===== src/fp_status_control_pkg.sv =====
// Shared constants and types for the floating-point status and control registers
package fp_status_control_pkg;

    // Byte addresses of the registers
    localparam logic [31:0] FP_STATUS_CONTROL_COPROCESSOR_ACCESS_CONTROL_ADDR = 32'hE000ED88;
    localparam logic [31:0] FP_STATUS_CONTROL_STAT_ADDR = 32'hE000EE00;
    localparam logic [31:0] FP_STATUS_CONTROL_DFLT_ADDR = 32'hE000EE04;

    // Field positions in the status control word
    localparam int FP_STATUS_CONTROL_POS_NZCV_LO = 28;
    localparam int FP_STATUS_CONTROL_POS_AHP = 26;
    localparam int FP_STATUS_CONTROL_POS_DN = 25;
    localparam int FP_STATUS_CONTROL_POS_FZ = 24;
    localparam int FP_STATUS_CONTROL_POS_RM_LO = 22;
    localparam int FP_STATUS_CONTROL_POS_IDC = 7;
    localparam int FP_STATUS_CONTROL_POS_IXC = 4;
    localparam int FP_STATUS_CONTROL_POS_UFC = 3;
    localparam int FP_STATUS_CONTROL_POS_OFC = 2;
    localparam int FP_STATUS_CONTROL_POS_DZC = 1;
    localparam int FP_STATUS_CONTROL_POS_IOC = 0;

    // Field positions in the access control word
    localparam int FP_STATUS_CONTROL_POS_CPA_LO = 20;
    localparam int FP_STATUS_CONTROL_POS_CPB_LO = 22;

    // Access field codes
    localparam logic [1:0] FP_STATUS_CONTROL_ACC_DENY = 2'h0;
    localparam logic [1:0] FP_STATUS_CONTROL_ACC_PRIV = 2'h1;
    localparam logic [1:0] FP_STATUS_CONTROL_ACC_FULL = 2'h3;

    // Rounding codes
    localparam logic [1:0] FP_STATUS_CONTROL_RM_NEAREST = 2'h0;
    localparam logic [1:0] FP_STATUS_CONTROL_RM_PLUS = 2'h1;
    localparam logic [1:0] FP_STATUS_CONTROL_RM_MINUS = 2'h2;
    localparam logic [1:0] FP_STATUS_CONTROL_RM_ZERO = 2'h3;

    // Writable bits and values after reset
    localparam logic [31:0] FP_STATUS_CONTROL_STAT_MASK = 32'hF7C0009F;
    localparam logic [31:0] FP_STATUS_CONTROL_DFLT_MASK = 32'h07C00000;
    localparam logic [3:0] FP_STATUS_CONTROL_COPROCESSOR_ACCESS_CONTROL_RST = 4'h0;
    localparam logic [3:0] FP_STATUS_CONTROL_NZCV_RST = 4'h0;
    localparam int FP_STATUS_CONTROL_NFLAGS = 6;

    typedef struct packed {
        logic alt_half_format_sel;
        logic default_nan_mode;
        logic flush_zero_mode;
        logic [1:0] round_select;
    } fp_status_control_mode_t;

    localparam fp_status_control_mode_t FP_STATUS_CONTROL_MODE_RST = 5'h00;

    typedef struct packed {
        logic input_denormal_flag;
        logic inexact_flag;
        logic underflow_flag;
        logic overflow_flag;
        logic div_zero_flag;
        logic invalid_op_flag;
    } fp_status_control_flags_t;

    typedef struct packed {
        logic nearest;
        logic plus_inf;
        logic minus_inf;
        logic to_zero;
    } fp_status_control_round_t;

    typedef struct packed {
        logic cyc;
        logic stb;
        logic we;
        logic [3:0] sel;
        logic [31:0] adr;
        logic [31:0] dat;
    } fp_status_control_wb_req_t;

    typedef struct packed {
        logic ack;
        logic err;
        logic [31:0] dat;
    } fp_status_control_wb_rsp_t;

endpackage


===== src/fp_status_control_regs.sv =====
// Floating-point status, default status and coprocessor access registers
//
// Design decision made here: the Wishbone interface to the registers.
`timescale 1ns/1ps
module fp_status_control_regs (
    // Clock, reset, enable
    input wire logic clk_sys_i,
    input wire logic nrst_i,
    input wire logic ce_i,
    // Wishbone slave
    input fp_status_control_pkg::fp_status_control_wb_req_t wb_req_i,
    output fp_status_control_pkg::fp_status_control_wb_rsp_t wb_rsp_o,
    // Core privilege state
    input wire logic priv_i,
    // Datapath events
    input fp_status_control_pkg::fp_status_control_flags_t exc_i,
    input wire logic cmp_update_i,
    input wire logic [3:0] cmp_nzcv_i,
    input wire logic ctx_load_default_i,
    // Instruction gate
    input wire logic fp_instr_valid_i,
    output logic fp_instr_accept_o,
    output logic fp_instr_fault_o,
    // Mode controls to datapath
    output fp_status_control_pkg::fp_status_control_mode_t mode_o,
    output fp_status_control_pkg::fp_status_control_round_t round_o,
    output fp_status_control_pkg::fp_status_control_flags_t flags_o,
    output logic [3:0] nzcv_o,
    output logic fpu_enabled_o
);
    import fp_status_control_pkg::*;

    typedef struct packed {
        logic ack;
        logic err;
        logic [31:0] rdat;
        fp_status_control_mode_t mode;
        fp_status_control_mode_t dflt;
        logic [3:0] nzcv;
        logic [3:0] coprocessor_access_control;
    } fp_status_control_regs_state_t;

    fp_status_control_regs_state_t st_r;
    fp_status_control_regs_state_t st_nxt;

    logic take;
    logic sel_stat;
    logic sel_dflt;
    logic sel_coprocessor_access_control;
    logic [31:0] bmask;
    logic [31:0] cur_stat;
    logic [31:0] cur_dflt;
    logic [31:0] cur_coprocessor_access_control;
    logic [31:0] new_stat;
    logic [31:0] new_dflt;
    logic [31:0] new_coprocessor_access_control;
    logic flag_wr;
    logic [FP_STATUS_CONTROL_NFLAGS-1:0] flag_wval;
    logic [FP_STATUS_CONTROL_NFLAGS-1:0] flag_q;
    logic [FP_STATUS_CONTROL_NFLAGS-1:0] flag_set;
    logic [1:0] acc_a;
    logic [1:0] acc_b;
    logic ok_a;
    logic ok_b;

    // Bus decode
    assign take = wb_req_i.cyc && wb_req_i.stb && !st_r.ack && !st_r.err;
    assign sel_stat = (wb_req_i.adr == FP_STATUS_CONTROL_STAT_ADDR);
    assign sel_dflt = (wb_req_i.adr == FP_STATUS_CONTROL_DFLT_ADDR);
    assign sel_coprocessor_access_control = (wb_req_i.adr == FP_STATUS_CONTROL_COPROCESSOR_ACCESS_CONTROL_ADDR);
    assign bmask = {{8{wb_req_i.sel[3]}}, {8{wb_req_i.sel[2]}},
                    {8{wb_req_i.sel[1]}}, {8{wb_req_i.sel[0]}}};

    // Register images
    always_comb begin
        cur_stat = '0;
        cur_stat[FP_STATUS_CONTROL_POS_NZCV_LO +: 4] = st_r.nzcv;
        cur_stat[FP_STATUS_CONTROL_POS_AHP] = st_r.mode.alt_half_format_sel;
        cur_stat[FP_STATUS_CONTROL_POS_DN] = st_r.mode.default_nan_mode;
        cur_stat[FP_STATUS_CONTROL_POS_FZ] = st_r.mode.flush_zero_mode;
        cur_stat[FP_STATUS_CONTROL_POS_RM_LO +: 2] = st_r.mode.round_select;
        cur_stat[FP_STATUS_CONTROL_POS_IDC] = flag_q[5];
        cur_stat[FP_STATUS_CONTROL_POS_IXC] = flag_q[4];
        cur_stat[FP_STATUS_CONTROL_POS_UFC] = flag_q[3];
        cur_stat[FP_STATUS_CONTROL_POS_OFC] = flag_q[2];
        cur_stat[FP_STATUS_CONTROL_POS_DZC] = flag_q[1];
        cur_stat[FP_STATUS_CONTROL_POS_IOC] = flag_q[0];
        cur_dflt = '0;
        cur_dflt[FP_STATUS_CONTROL_POS_AHP] = st_r.dflt.alt_half_format_sel;
        cur_dflt[FP_STATUS_CONTROL_POS_DN] = st_r.dflt.default_nan_mode;
        cur_dflt[FP_STATUS_CONTROL_POS_FZ] = st_r.dflt.flush_zero_mode;
        cur_dflt[FP_STATUS_CONTROL_POS_RM_LO +: 2] = st_r.dflt.round_select;
        cur_coprocessor_access_control = '0;
        cur_coprocessor_access_control[FP_STATUS_CONTROL_POS_CPA_LO +: 4] = st_r.coprocessor_access_control;
    end

    // Byte-lane merge, reserved bits forced to zero
    assign new_stat = ((cur_stat & ~bmask) | (wb_req_i.dat & bmask)) & FP_STATUS_CONTROL_STAT_MASK;
    assign new_dflt = ((cur_dflt & ~bmask) | (wb_req_i.dat & bmask)) & FP_STATUS_CONTROL_DFLT_MASK;
    assign new_coprocessor_access_control = (cur_coprocessor_access_control & ~bmask) | (wb_req_i.dat & bmask);

    // Flag write path
    assign flag_wr = ce_i && take && wb_req_i.we && sel_stat;
    assign flag_wval = {new_stat[FP_STATUS_CONTROL_POS_IDC], new_stat[FP_STATUS_CONTROL_POS_IXC],
                        new_stat[FP_STATUS_CONTROL_POS_UFC], new_stat[FP_STATUS_CONTROL_POS_OFC],
                        new_stat[FP_STATUS_CONTROL_POS_DZC], new_stat[FP_STATUS_CONTROL_POS_IOC]};
    assign flag_set = exc_i;

    genvar gi;
    generate
        for (gi = 0; gi < FP_STATUS_CONTROL_NFLAGS; gi++) begin : g_flag
            fp_status_control_sticky_bit u_flag (
                .clk_sys_i(clk_sys_i),
                .nrst_i(nrst_i),
                .ce_i(ce_i),
                .set_i(flag_set[gi]),
                .wr_i(flag_wr),
                .wr_val_i(flag_wval[gi]),
                .flag_o(flag_q[gi])
            );
        end
    endgenerate

    // Next state
    always_comb begin
        st_nxt = st_r;
        st_nxt.ack = 1'b0;
        st_nxt.err = 1'b0;
        if (take) begin
            st_nxt.rdat = '0;
            if (sel_coprocessor_access_control && !priv_i) begin
                st_nxt.err = 1'b1;
            end else begin
                st_nxt.ack = 1'b1;
                if (wb_req_i.we) begin
                    if (sel_stat) begin
                        st_nxt.nzcv = new_stat[FP_STATUS_CONTROL_POS_NZCV_LO +: 4];
                        st_nxt.mode.alt_half_format_sel = new_stat[FP_STATUS_CONTROL_POS_AHP];
                        st_nxt.mode.default_nan_mode = new_stat[FP_STATUS_CONTROL_POS_DN];
                        st_nxt.mode.flush_zero_mode = new_stat[FP_STATUS_CONTROL_POS_FZ];
                        st_nxt.mode.round_select = new_stat[FP_STATUS_CONTROL_POS_RM_LO +: 2];
                    end
                    if (sel_dflt) begin
                        st_nxt.dflt.alt_half_format_sel = new_dflt[FP_STATUS_CONTROL_POS_AHP];
                        st_nxt.dflt.default_nan_mode = new_dflt[FP_STATUS_CONTROL_POS_DN];
                        st_nxt.dflt.flush_zero_mode = new_dflt[FP_STATUS_CONTROL_POS_FZ];
                        st_nxt.dflt.round_select = new_dflt[FP_STATUS_CONTROL_POS_RM_LO +: 2];
                    end
                    if (sel_coprocessor_access_control) begin
                        st_nxt.coprocessor_access_control = new_coprocessor_access_control[FP_STATUS_CONTROL_POS_CPA_LO +: 4];
                    end
                end else begin
                    if (sel_stat) begin
                        st_nxt.rdat = cur_stat;
                    end else if (sel_dflt) begin
                        st_nxt.rdat = cur_dflt;
                    end else if (sel_coprocessor_access_control) begin
                        st_nxt.rdat = cur_coprocessor_access_control;
                    end
                end
            end
        end
        // Context entry loads defaults into the mode fields
        if (ctx_load_default_i) begin
            st_nxt.mode = st_r.dflt;
        end
        // Comparison results win over a bus write in the same cycle
        if (cmp_update_i) begin
            st_nxt.nzcv = cmp_nzcv_i;
        end
    end

    always_ff @(posedge clk_sys_i) begin
        if (!nrst_i) begin
            st_r.ack <= 1'b0;
            st_r.err <= 1'b0;
            st_r.rdat <= '0;
            st_r.mode <= FP_STATUS_CONTROL_MODE_RST;
            st_r.dflt <= FP_STATUS_CONTROL_MODE_RST;
            st_r.nzcv <= FP_STATUS_CONTROL_NZCV_RST;
            st_r.coprocessor_access_control <= FP_STATUS_CONTROL_COPROCESSOR_ACCESS_CONTROL_RST;
        end else if (ce_i) begin
            st_r <= st_nxt;
        end
    end

    // Access grant per coprocessor field
    assign acc_a = st_r.coprocessor_access_control[1:0];
    assign acc_b = st_r.coprocessor_access_control[3:2];
    assign ok_a = (acc_a == FP_STATUS_CONTROL_ACC_FULL) || ((acc_a == FP_STATUS_CONTROL_ACC_PRIV) && priv_i);
    assign ok_b = (acc_b == FP_STATUS_CONTROL_ACC_FULL) || ((acc_b == FP_STATUS_CONTROL_ACC_PRIV) && priv_i);
    assign fpu_enabled_o = ok_a && ok_b;
    assign fp_instr_accept_o = fp_instr_valid_i && fpu_enabled_o;
    assign fp_instr_fault_o = fp_instr_valid_i && !fpu_enabled_o;

    // Datapath controls
    assign mode_o = st_r.mode;
    assign flags_o = flag_q;
    assign nzcv_o = st_r.nzcv;
    assign wb_rsp_o.ack = st_r.ack;
    assign wb_rsp_o.err = st_r.err;
    assign wb_rsp_o.dat = st_r.rdat;

    fp_status_control_round_decode u_round (
        .round_select_i(st_r.mode.round_select),
        .round_o(round_o)
    );
endmodule


===== src/fp_status_control_sticky_bit.sv =====
// One cumulative exception flag, set by hardware, cleared by a write or by reset
`timescale 1ns/1ps
module fp_status_control_sticky_bit (
    // Clock and reset
    input wire logic clk_sys_i,
    input wire logic nrst_i,
    input wire logic ce_i,
    // Event and write
    input wire logic set_i,
    input wire logic wr_i,
    input wire logic wr_val_i,
    // Flag
    output logic flag_o
);
    import fp_status_control_pkg::*;

    typedef struct packed {
        logic flag;
    } fp_status_control_sticky_t;

    fp_status_control_sticky_t st_r;
    fp_status_control_sticky_t st_nxt;

    always_comb begin
        st_nxt = st_r;
        if (wr_i) begin
            st_nxt.flag = wr_val_i;
        end
        if (set_i) begin
            st_nxt.flag = 1'b1;
        end
    end

    always_ff @(posedge clk_sys_i) begin
        if (!nrst_i) begin
            st_r <= '0;
        end else if (ce_i) begin
            st_r <= st_nxt;
        end
    end

    assign flag_o = st_r.flag;
endmodule


===== src/fp_status_control_round_decode.sv =====
// Decodes the rounding field into one-hot rounding controls
`timescale 1ns/1ps
module fp_status_control_round_decode (
    // Rounding field
    input wire logic [1:0] round_select_i,
    // One-hot rounding controls
    output fp_status_control_pkg::fp_status_control_round_t round_o
);
    import fp_status_control_pkg::*;

    always_comb begin
        round_o = '0;
        case (round_select_i)
            FP_STATUS_CONTROL_RM_NEAREST: begin
                round_o.nearest = 1'b1;
            end
            FP_STATUS_CONTROL_RM_PLUS: begin
                round_o.plus_inf = 1'b1;
            end
            FP_STATUS_CONTROL_RM_MINUS: begin
                round_o.minus_inf = 1'b1;
            end
            FP_STATUS_CONTROL_RM_ZERO: begin
                round_o.to_zero = 1'b1;
            end
            default: begin
                round_o.nearest = 1'b1;
            end
        endcase
    end
endmodule


===== config.mk =====
export PLATFORM = sky130hd
export DESIGN_NAME = fp_status_control_regs
export DESIGN_NICKNAME = d
export VERILOG_FILES = /design/src/fp_status_control_pkg.sv /design/src/fp_status_control_regs.sv /design/src/fp_status_control_sticky_bit.sv /design/src/fp_status_control_round_decode.sv
export SDC_FILE = /design/constraint.sdc
export NUM_CORES = 1
export LEC_CHECK = 0
export ABC_AREA = 0
export BUFFER_PORTS_ARGS = -buffer_cell sky130_fd_sc_hd__buf_2
export CORE_MARGIN = 8
export CORE_UTILIZATION = 47
export DETAILED_ROUTE_END_ITERATION = 10
export GPL_ROUTABILITY_DRIVEN = 0
export PLACE_DENSITY_LB_ADDON = 0.25
export SYNTH_ARGS = -nofsm -noshare
export SYNTH_HDL_FRONTEND = slang
export SYNTH_SLANG_ARGS = --single-unit

===== constraint.sdc =====
create_clock -name clk_sys_i -period 3.41 [get_ports clk_sys_i]
set_input_delay 0.682 -clock clk_sys_i [delete_from_list [all_inputs] [get_ports clk_sys_i]]
set_output_delay 0.682 -clock clk_sys_i [all_outputs]
set_load 0.005 [all_outputs]

==> results of run 1 <==
-- where the power goes --
part	switching, mW	internal (mW)
logic	0.0743	0.0644
registers	0.0118	0.513
clock network	0.185	0.146
-- through the flow --
stage | total power [mW] | instance area, um^2
CTS | 1.006 | 2963
detailed placement | 0.6750 | 2870
global route | 1.048 | 2963
floorplan | 0.6169 | 2405
global placement | 0.6717 | 2870
finish | 0.9949 | 2963
-- kinds of logic (layout without fill, tap and decap cells) --
group / after synthesis / count (layout)
simple gates: 117 / 117
mux: 24 / 24
buf+inv: 38 / 128
flops: 43 / 43
other cells: 1 / 15
compound gates: 49 / 49
-- worst min path at each step --
| stage | slack [ps] | to | depth (start not counted) |
|---|---|---|---|
| 2_1_floorplan | 450 | wb_rsp_o[20] | 2 |
| 3_3_place_gp | 430 | wb_rsp_o[24] | 2 |
| 3_5_place_dp | 440 | wb_rsp_o[23] | 2 |
| 4_1_cts | 460 | wb_rsp_o[23] | 2 |
| 5_1_grt | 490 | wb_rsp_o[24] | 2 |
| 6_report | 450 | wb_rsp_o[23] | 2 |
-- per-layer routing --
| layer | vias up | track usage [%] |
|---|---|---|
| met5 | - | 0 |
| met4 | 0 | 4.695 |
| met3 | 6 | 7.750 |
| met2 | 103 | 30.56 |
| met1 | 1072 | 21.15 |
| li1 | 1155 | - |
-- layout make-up --
type	instances	share of cell area, %
sequential	43	29.05
clock buffer	5	2.323
timing repair buffer	116	19.93
multi-input combinational	205	44.55
tap	67	2.829
inverter	4	0.5068
clock inverter	3	0.8024
-- worst reg2reg max path, cell delays in order, from the launching register on --
cell and delay (ps):
dfxtp_1 350, nor4bb_1 270, buf_4 190, nand2_1 390, nor4b_4 700, a22oi_1 150
nor2_1 140
-- placed cells by master, fill, tap and decap left out, drive strengths merged, types with 2 or more instances in the layout --
cell type,instances
a21oi,5
o21ai,16
clkinvlp,2
or4,10
a22oi,10
nor2,29
clkbuf,5
a31oi,14
mux2i,24
conb,15
nand4,5
nor2b,3
and2,2
dfxtp,43
nand3,13
nor4bb,3
inv,5
nor4b,3
o31ai,2
nand2,34
buf,116
nor4,8
==> results.md, run 1 <==
- Top layer in use: met4
- Largest net degree at the start of global routing: 22
- Max-cap violations: 0
- Synth Register Bits: 43
- First-pass GRT wire length: 11.23 mm
- Final core occ: 61.91%
- Dpl ws: 739.8 ps
- Routed Antenna Nets: 0
- Die area: 7525 um^2
- Worst R2R Start: wb_rsp_o[32]
- Non-Filler Instances: 443
- Die Span X: 86.75 um
- Fmax: 0.4287 GHz
- CTS Sinks: 43
- DP Wirelength: 5.501 mm
- CTS Hold Bufs: 0
- RSZ-0062 raised after global routing: false
- Worst setup endpoint: wb_rsp_o[7]
- R2r worst-path depth: 6
- Tightest Hold Check Type: reg -> reg
- Core Region: 4786 um^2
- Post-CTS Setup Inserts: 0
- Syn_area_per_cell: 8.648 um^2
- Area leader, netlist: dfxtp_1
- CTS Buffer Depth: 2
- Ant diodes: 0
- Slowest CP cell: nor4b_4
- Vias in the first global route: 2383
- Clock-pin slew on the worst setup and hold paths: 90 ps
- 1st-pass router iterations: 4
- Via count: 2336
- Max incr delay on CP: 700 ps
- CTS Root Cell: clkbuf_8
- Pwr Density: 335.8 nW/um^2
- Top-Level Pins: 144
- Critical Path RT: 3650 ps
- Seq/Total Area, Yosys: 36.60%
- Worst Setup SP: wb_req_i[69]
- Row cnt: 25
- CP endpoint kind: flop
- Count leader, synth: dfxtp_1
- Delay-heaviest family, CP: simple AND/OR/NAND/NOR gates
- WHS: 452.2 ps
- Compound-Gate Fraction of Synth Area: 13.99%
- Nets: 463
- Syn-to-layout area delta: 25.96%
- Port Buf Inserts: 112
- Post-Place Cells: 435
- Synth cell count leaders: dfxtp_1 (43), nand2_1 (34), nor2_1 (29)
- Hold Startpoint: wb_rsp_o[23]
- Post-synth EDFFs: 0
- Post-Synthesis Cells: 272
- Main combinational cell family by area after synthesis: simple AND/OR/NAND/NOR gates
- Final period utilization: 68.41%
- Post-CTS resize count: 0
- Netlist cell types: 38
- Clock skew: 6.093 ps
- Area contributors post-synth: dfxtp_1 (37%), mux2i_1 (10%), buf_4 (6.7%)
- Fillers: 461
- Layout cells sized above 1: 36.17%
- Initial antenna violation count: 0
- VDD IR max: 0.0001780 V
- Crit path depth: 7
- CTS buffer count: 5
- Clk_lat worst skew: 300 ps
- Crit path arrival time: 2570 ps
- Post-Synth Simple-Gate Area: 29.52%
- WP buf/inv: 2
- M1 wire length: 2.842 mm
- Actual slew at the worst max-slew pin: 672.7 ps
- Iteration-0 DRC Markers: 89
- Post-route worst setup slack: 1077 ps
- GR Util All Layers: 18.40%
- Met3 WL: 658 um
- Hold Fails Final Rpt: 0
- Overflow after GRT: 0
- Via density per instance: 5.273
- Post-synthesis mux area share: 10.21%
- Worst setup path class: in -> reg
- Relative slew margins: 55.16%
- DR WL/cell: 15.48 um
- Multi-input gate area: 1320 um^2
- Htree depth: 2
- CP Cell Sequence: buf_2 > nor4bb_1 > buf_4 > nand2_1 > nor4b_4 > a22oi_1 > nor2_1
- Initial core utilization: 49.15%
- Warnings from Yosys: 0
- DR WL met2: 3.312 mm
- Setup tns final: 0 ps
- Synth Area in Adders: 0%
- Die Span Y: 86.75 um
- Worst r2r dst: wb_rsp_o[7]
- Leakage: 1.343 nW
- Synth Area in XOR/XNOR: 0%
- FFs w/ async S/R, synth: 0%
- Final WL: 6.859 mm
- Startpoint types: input pin
- Pins over their slew limit: 0
- Dominant synthesized flop cell: dfxtp_1
- CP Max Fanout: 16
- Setup violators final: 0
- Reg2reg setup slack: 1170 ps
- Yosys top cell area share: 36.60%
- Minimum clock period after layout: 2333 ps
- CTS tree: built
- Status: finished, final reports clean
- Synthesized area: 2352 um^2
- # DRC: 0
- Sequential Area: 860.8 um^2
No activity file was read; power rests on OpenSTA's default activity.
==> inputs of run 2 (changes only) <==
--- a/config.mk
+++ b/config.mk
@@ -8,7 +8,7 @@
 export ABC_AREA = 0
 export BUFFER_PORTS_ARGS = -buffer_cell sky130_fd_sc_hd__buf_2
 export CORE_MARGIN = 8
-export CORE_UTILIZATION = 47
+export CORE_UTILIZATION = 39
 export DETAILED_ROUTE_END_ITERATION = 10
 export GPL_ROUTABILITY_DRIVEN = 0
 export PLACE_DENSITY_LB_ADDON = 0.25
==> constraint.sdc (replaced) <==
create_clock -name clk_sys_i -period 2.1 [get_ports clk_sys_i]
set_input_delay 0.42 -clock clk_sys_i [delete_from_list [all_inputs] [get_ports clk_sys_i]]
set_output_delay 0.42 -clock clk_sys_i [all_outputs]
set_load 0.005 [all_outputs]
==> run 2 against run 1 <==
Non-clock buffer count increased by 17. Sequential power up 62%. Critical path depth is 1 lower. Core utilization shrank 9.2 points. Cell area increased by 4.7%. Combinational power is 72% higher. Clock power is 57% higher. First-iteration DRC count shrank 12%. Critical path type is now reg -> reg. Critical endpoint is now g_flag[5].u_flag.flag_o. Largest cell class unchanged.
==> results.md, run 2 (synthesis results as in run 1) <==
- Status: finished, final reports clean
- DP Wirelength: 5.527 mm
- Critical Path RT: 2280 ps
- Comb pwr share: 14.9%
- Overflow after GRT: 0
- Leakage: 1.441 nW
- Clock skew: 7.452 ps
- Pint: 1.183 mW
- CTS tree: built
- # DRC: 0
- Max-cap violations: 0
- Register share of total power: 52.9%
- WP buf/inv: 1
- Initial core utilization: 39.97%
- Clock power frac: 32.2%
- Die Span Y: 93.66 um
- Tightest Hold Check Type: in -> reg
- Final WL: 6.980 mm
- Fillers: 605
- Ant diodes: 0
- Via density per instance: 5.184
- CTS buffer count: 5
- 1st-pass router iterations: 4
- Overall power: 1.612 mW
- Routed Antenna Nets: 0
- Final core occ: 52.70%
- Dpl ws: -87.94 ps
- Area after DPL: 2993 um^2
- CP Max Fanout: 7
- CP endpoint kind: flop
- Vias in the first global route: 2447
- Minimum clock period after layout: 1990 ps
- Core Region: 5886 um^2
- Commonest non-fill, non-tap cells in the layout: buf_2 (112), dfxtp_1 (43), nand2_1 (34), nor2_1 (29), mux2i_1 (24)
- Non-Filler Instances: 468
- Startpoint types: flop
- Setup violators final: 0
- R2r worst-path depth: 6
- RSZ-0062 raised after global routing: true
- Finished Cell Area: 3102 um^2
- Commonest non-fill, non-tap cell in the layout: buf_2
- Crit path depth: 6
- VDD IR max: 0.0003710 V
- Hold Fails Final Rpt: 0
- Die area: 8772 um^2
- Post-Place Cells: 458
- Largest net degree at the start of global routing: 19
- Layout cells sized above 1: 38.68%
- Die Span X: 93.66 um
- Nets: 480
- Worst setup path class: reg -> reg
- Post-route worst setup slack: 109.6 ps
- First-pass GRT wire length: 11.26 mm
- Final period utilization: 94.78%
- Top-Level Pins: 144
- GR Util All Layers: 15.50%
- CP Cell Sequence: nor4bb_1 > buf_4 > nand3b_1 > or4_1 > mux2i_1 > a21oi_1
- Syn-to-layout area delta: 31.86%
- Switching Share: 26.63%
- Port Buf Inserts: 112
- Sw Pwr: 0.4294 mW
- Delay-heaviest family, CP: simple AND/OR/NAND/NOR gates
- Clk_lat worst skew: 300 ps
- Clock-pin slew on the worst setup and hold paths: 80 ps
- Via count: 2426
- CTS Root Cell: clkbuf_8
- Pins over their slew limit: 0
- DR WL/cell: 14.91 um
- Reg2reg setup slack: 110 ps
- Pwr Density: 519.9 nW/um^2
- Max incr delay on CP: 570 ps
- Crit path arrival time: 2170 ps
- Iteration-0 DRC Markers: 78
- Htree depth: 2
- Initial antenna violation count: 0
- Fmax: 0.5024 GHz
- Hold depth: 3
- Row cnt: 28
- CTS Sinks: 43
- Slowest CP cell: or4_1
- CTS Buffer Depth: 2
- CTS Hold Bufs: 0
==> run 2: cell types whose count changed in the layout (fill, tap and decap cells not counted), sizes merged <==
cell	previous run	this run
clkinv	0	1
clkinvlp	2	1
clkbuf	5	6
inv	5	4
buf	116	133
==> run 2: repair_timing <==
action                                 4_1_cts  5_1_grt
endpoints found under the hold margin        0        0
setup buffers                                0        2
setup endpoints to repair                    0        3
resized for setup                            0        1
==> run 2: layout make-up <==
type	instances	area, um^2	share of cell area (%)
well taps	75	93.84	3.025
clock buffers	6	72.57	2.340
inverters	4	15.01	0.4841
flip-flops and latches	43	860.8	27.75
clock inverters	2	12.51	0.4034
repair buffers	133	718.2	23.15
multi-input cells	205	1329	42.84
==> run 2: metal layers <==
metal	vias to the layer above	GRT usage [%]	routed length (um)
li1	1190	-	-
met1	1142	18.71	3071
met2	89	26.38	3371
met3	5	4.476	497
met4	0	3.699	39
met5	-	0	0
==> run 2: tightest hold or removal path, delay by kind of cell <==
family,cells,cell delay [ps]
buffers and inverters,1,70
muxes,1,50
and+or+nand+nor,1,70
==> run 2: worst paths after layout <==
check                            end    startpoint
max          g_flag[5].u_flag.flag_o  wb_rsp_o[32]
min                             flop  wb_req_i[21]
max reg2reg  g_flag[5].u_flag.flag_o  wb_rsp_o[32]
min reg2reg             wb_rsp_o[23]  wb_rsp_o[23]
==> run 2: power groups by stage <==
stage	clock network (mW)	registers, mW	logic (mW)
final	0.520	0.853	0.239
after detailed placement	0	0.872	0.236
after global placement	0	0.871	0.232
after CTS	0.531	0.853	0.237
after floorplan	0	0.868	0.134
after global routing	0.568	0.857	0.265
==> run 2: stage by stage <==
step | hold slack [ps] | setup TNS, ps
3_5_place_dp | 444.4 | -334.9
4_1_cts | 360.3 | 0
3_3_place_gp | 433.0 | -48.88
5_1_grt | 371.4 | -13.78
6_report | 364.2 | 0
2_1_floorplan | 448.7 | 0
==> inputs of run 3 (changes only) <==
--- a/config.mk
+++ b/config.mk
@@ -5,10 +5,10 @@
 export SDC_FILE = /design/constraint.sdc
 export NUM_CORES = 1
 export LEC_CHECK = 0
-export ABC_AREA = 0
+export ABC_AREA = 1
 export BUFFER_PORTS_ARGS = -buffer_cell sky130_fd_sc_hd__buf_2
 export CORE_MARGIN = 8
-export CORE_UTILIZATION = 39
+export CORE_UTILIZATION = 42
 export DETAILED_ROUTE_END_ITERATION = 10
 export GPL_ROUTABILITY_DRIVEN = 0
 export PLACE_DENSITY_LB_ADDON = 0.25
==> run 3 against run 2 <==
Synthesized cell count rose by 71%. Non-clock buffer count fell by 17. Maximum frequency rose by 21%. Core utilization rose by 0.32 points. Sequential cell count did not move. Critical path depth rose by 5. Power rose by 15%. Clock skew fell by 5.1 ps. Register-to-register slack improved by 380 ps. Critical path type is now in -> reg. Largest power group unchanged.
==> results.md, run 3 <==
- Dpl ws: 147.9 ps
- Vias in the first global route: 3159
- CTS Hold Bufs: 0
- Area contributors post-synth: dfxtp_1 (30%), nand2_1 (21%), a21oi_1 (7.3%)
- Slowest CP cell: nand3_1
- Startpoint types: input pin
- Initial core utilization: 42.83%
- Core Region: 6681 um^2
- Pins over their slew limit: 0
- Die area: 9710 um^2
- Largest net degree at the start of global routing: 32
- Overflow after GRT: 0
- Finished Cell Area: 3542 um^2
- Max incr delay on CP: 280 ps
- Count leader, synth: nand2_1
- Yosys top cell area share: 30.08%
- Synth cell count leaders: nand2_1 (159), nor2_1 (56), inv_1 (55)
- Post-Place Cells: 646
- Worst setup path class: in -> reg
- Syn-to-layout area delta: 23.79%
- Clock-pin slew on the worst setup and hold paths: 80 ps
- Top-Level Pins: 144
- Status: finished, final reports clean
- Dominant synthesized flop cell: dfxtp_1
- Routed Antenna Nets: 0
- Pwr Density: 525.2 nW/um^2
- Crit path arrival time: 1870 ps
- Area leader, netlist: dfxtp_1
- Commonest non-fill, non-tap cells in the layout: nand2_1 (159), buf_2 (112), nor2_1 (56), inv_1 (55), dfxtp_1 (43)
- Die Span X: 98.54 um
- Clock skew: 2.339 ps
- Non-Filler Instances: 654
- Synthesized area: 2861 um^2
- CP Max Fanout: 10
- Setup violators final: 0
- Netlist cell types: 30
- CTS Buffer Depth: 2
- VDD IR max: 0.0003203 V
- First-pass GRT wire length: 14.12 mm
- Critical Path RT: 2330 ps
- CTS Root Cell: clkbuf_8
- CTS Sinks: 43
- DP Wirelength: 6.623 mm
- Die Span Y: 98.54 um
- GR Util All Layers: 17.12%
- Setup tns final: 0 ps
- Port Buf Inserts: 112
- GR Layer Usage met1: 19.78%
- Via density per instance: 4.726
- Initial antenna violation count: 0
- CTS tree: built
- GR Util met2: 30.14%
- DR WL/cell: 12.56 um
- Synth Register Bits: 43
- WHS: 353.8 ps
- Area after DPL: 3410 um^2
- Fillers: 706
- Met3 Use GR: 5.004%
- Post-Synthesis Cells: 466
- Row cnt: 30
- GRT busiest layer: met2
- Layout cells sized above 1: 25.96%
- 1st-pass router iterations: 4
- Ant diodes: 0
- Post-route worst setup slack: 457.2 ps
- Minimum clock period after layout: 1643 ps
- Clk_lat worst skew: 290 ps
- Via count: 3091
- Max-cap violations: 0
- Fmax: 0.6087 GHz
- Post-CTS Setup Inserts: 0
- Leakage: 1.835 nW
- RSZ-0062 raised after global routing: false
- Post-synth EDFFs: 0
- CP Cell Sequence: buf_2 > inv_1 > nand2_1 > nor2_1 > nand2_1 > nor2_2 > nand3_1 > buf_4 > nand4_1 > nand2_1 > a21oi_1
- Hold Fails Final Rpt: 0
- Seq/Total Area, Yosys: 30.08%
- Final WL: 8.211 mm
- Nets: 661
- # DRC: 0
- CP endpoint kind: flop
- Post-CTS resize count: 0
- Syn_area_per_cell: 6.141 um^2
- Warnings from Yosys: 0
- Commonest non-fill, non-tap cell in the layout: nand2_1
- Final period utilization: 78.23%
- Top cell by count, worst path: nand2_1
- FFs w/ async S/R, synth: 0%
- Htree depth: 2
- Tightest Hold Check Type: in -> reg
- Iteration-0 DRC Markers: 119
- CTS buffer count: 5
## run 3: cell types whose count changed after synthesis, sizes merged, moves of 5 or more
cell    previous run  this run
a21oi              5        44
a22oi             10         0
a31oi             14         0
inv                4        59
mux2i             24         0
nand2             34       160
nand3             13        34
nor2              29        66
nor4               8         1
o211ai             0         5
o21ai             16         7
or4               10         0
## run 3: metrics by stage
stage	util [%]	total power, mW
finish	53.02	1.860
global route	53.02	1.938
CTS	53.02	1.868
detailed placement	51.03	1.112
global placement	51.03	1.107
floorplan	-	1.019
## run 3: final cells by class
| cell class | instances | area (um^2) | area share [%] |
|---|---|---|---|
| multi-input combinational | 347 | 1630 | 46.03 |
| sequential | 43 | 860.8 | 24.30 |
| timing repair buffer | 116 | 590.6 | 16.67 |
| inverter | 60 | 227.7 | 6.429 |
| tap | 80 | 100.1 | 2.826 |
| clock buffer | 6 | 72.57 | 2.049 |
| clock inverter | 2 | 60.06 | 1.696 |
## run 3: layer usage
| layer | up-vias | share of wire [%] |
|---|---|---|
| li1 | 1632 | - |
| met1 | 1358 | 44 |
| met2 | 93 | 47 |
| met3 | 8 | 7.7 |
| met4 | 0 | 1.1 |
| met5 | - | 0 |
## run 3: worst paths after layout
kind | start | end | slack [ps] | depth (start not counted)
worst max register to register | wb_rsp_o[32] | flop | 490 | 8
worst min-delay path | wb_req_i[21] | flop | 350 | 3
worst min register to register | wb_rsp_o[0] | wb_rsp_o[0] | 460 | 2
worst max-delay path | wb_req_i[56] | flop | 460 | 11
## run 3: kinds of logic (layout without fill, tap and decap cells)
logic type	count (synthesis)	after routing	synth area share (%)
AND/OR/NAND/NOR	276	276	43.99
buffers and inverters	90	184	14.78
AO/OA/AOI/OAI	56	56	11.02
flip-flops	43	43	30.08
other	1	15	0.1311
## run 3: where the power goes
part / switching (mW) / internal (mW) / total (mW) / leakage [nW]
registers: 0.0111 / 0.826 / 0.837 / 0.348
clock network: 0.291 / 0.476 / 0.767 / 0.0654
logic: 0.153 / 0.104 / 0.257 / 1.42
total: 0.455 / 1.41 / 1.86 / 1.83
## run 3: critical path, delay by kind of cell
| kind | cells | cell delay (ps) |
|---|---|---|
| buffers and inverters | 3 | 420 |
| and+or+nand+nor | 7 | 890 |
| AOI/OAI and AO/OA | 1 | 140 |
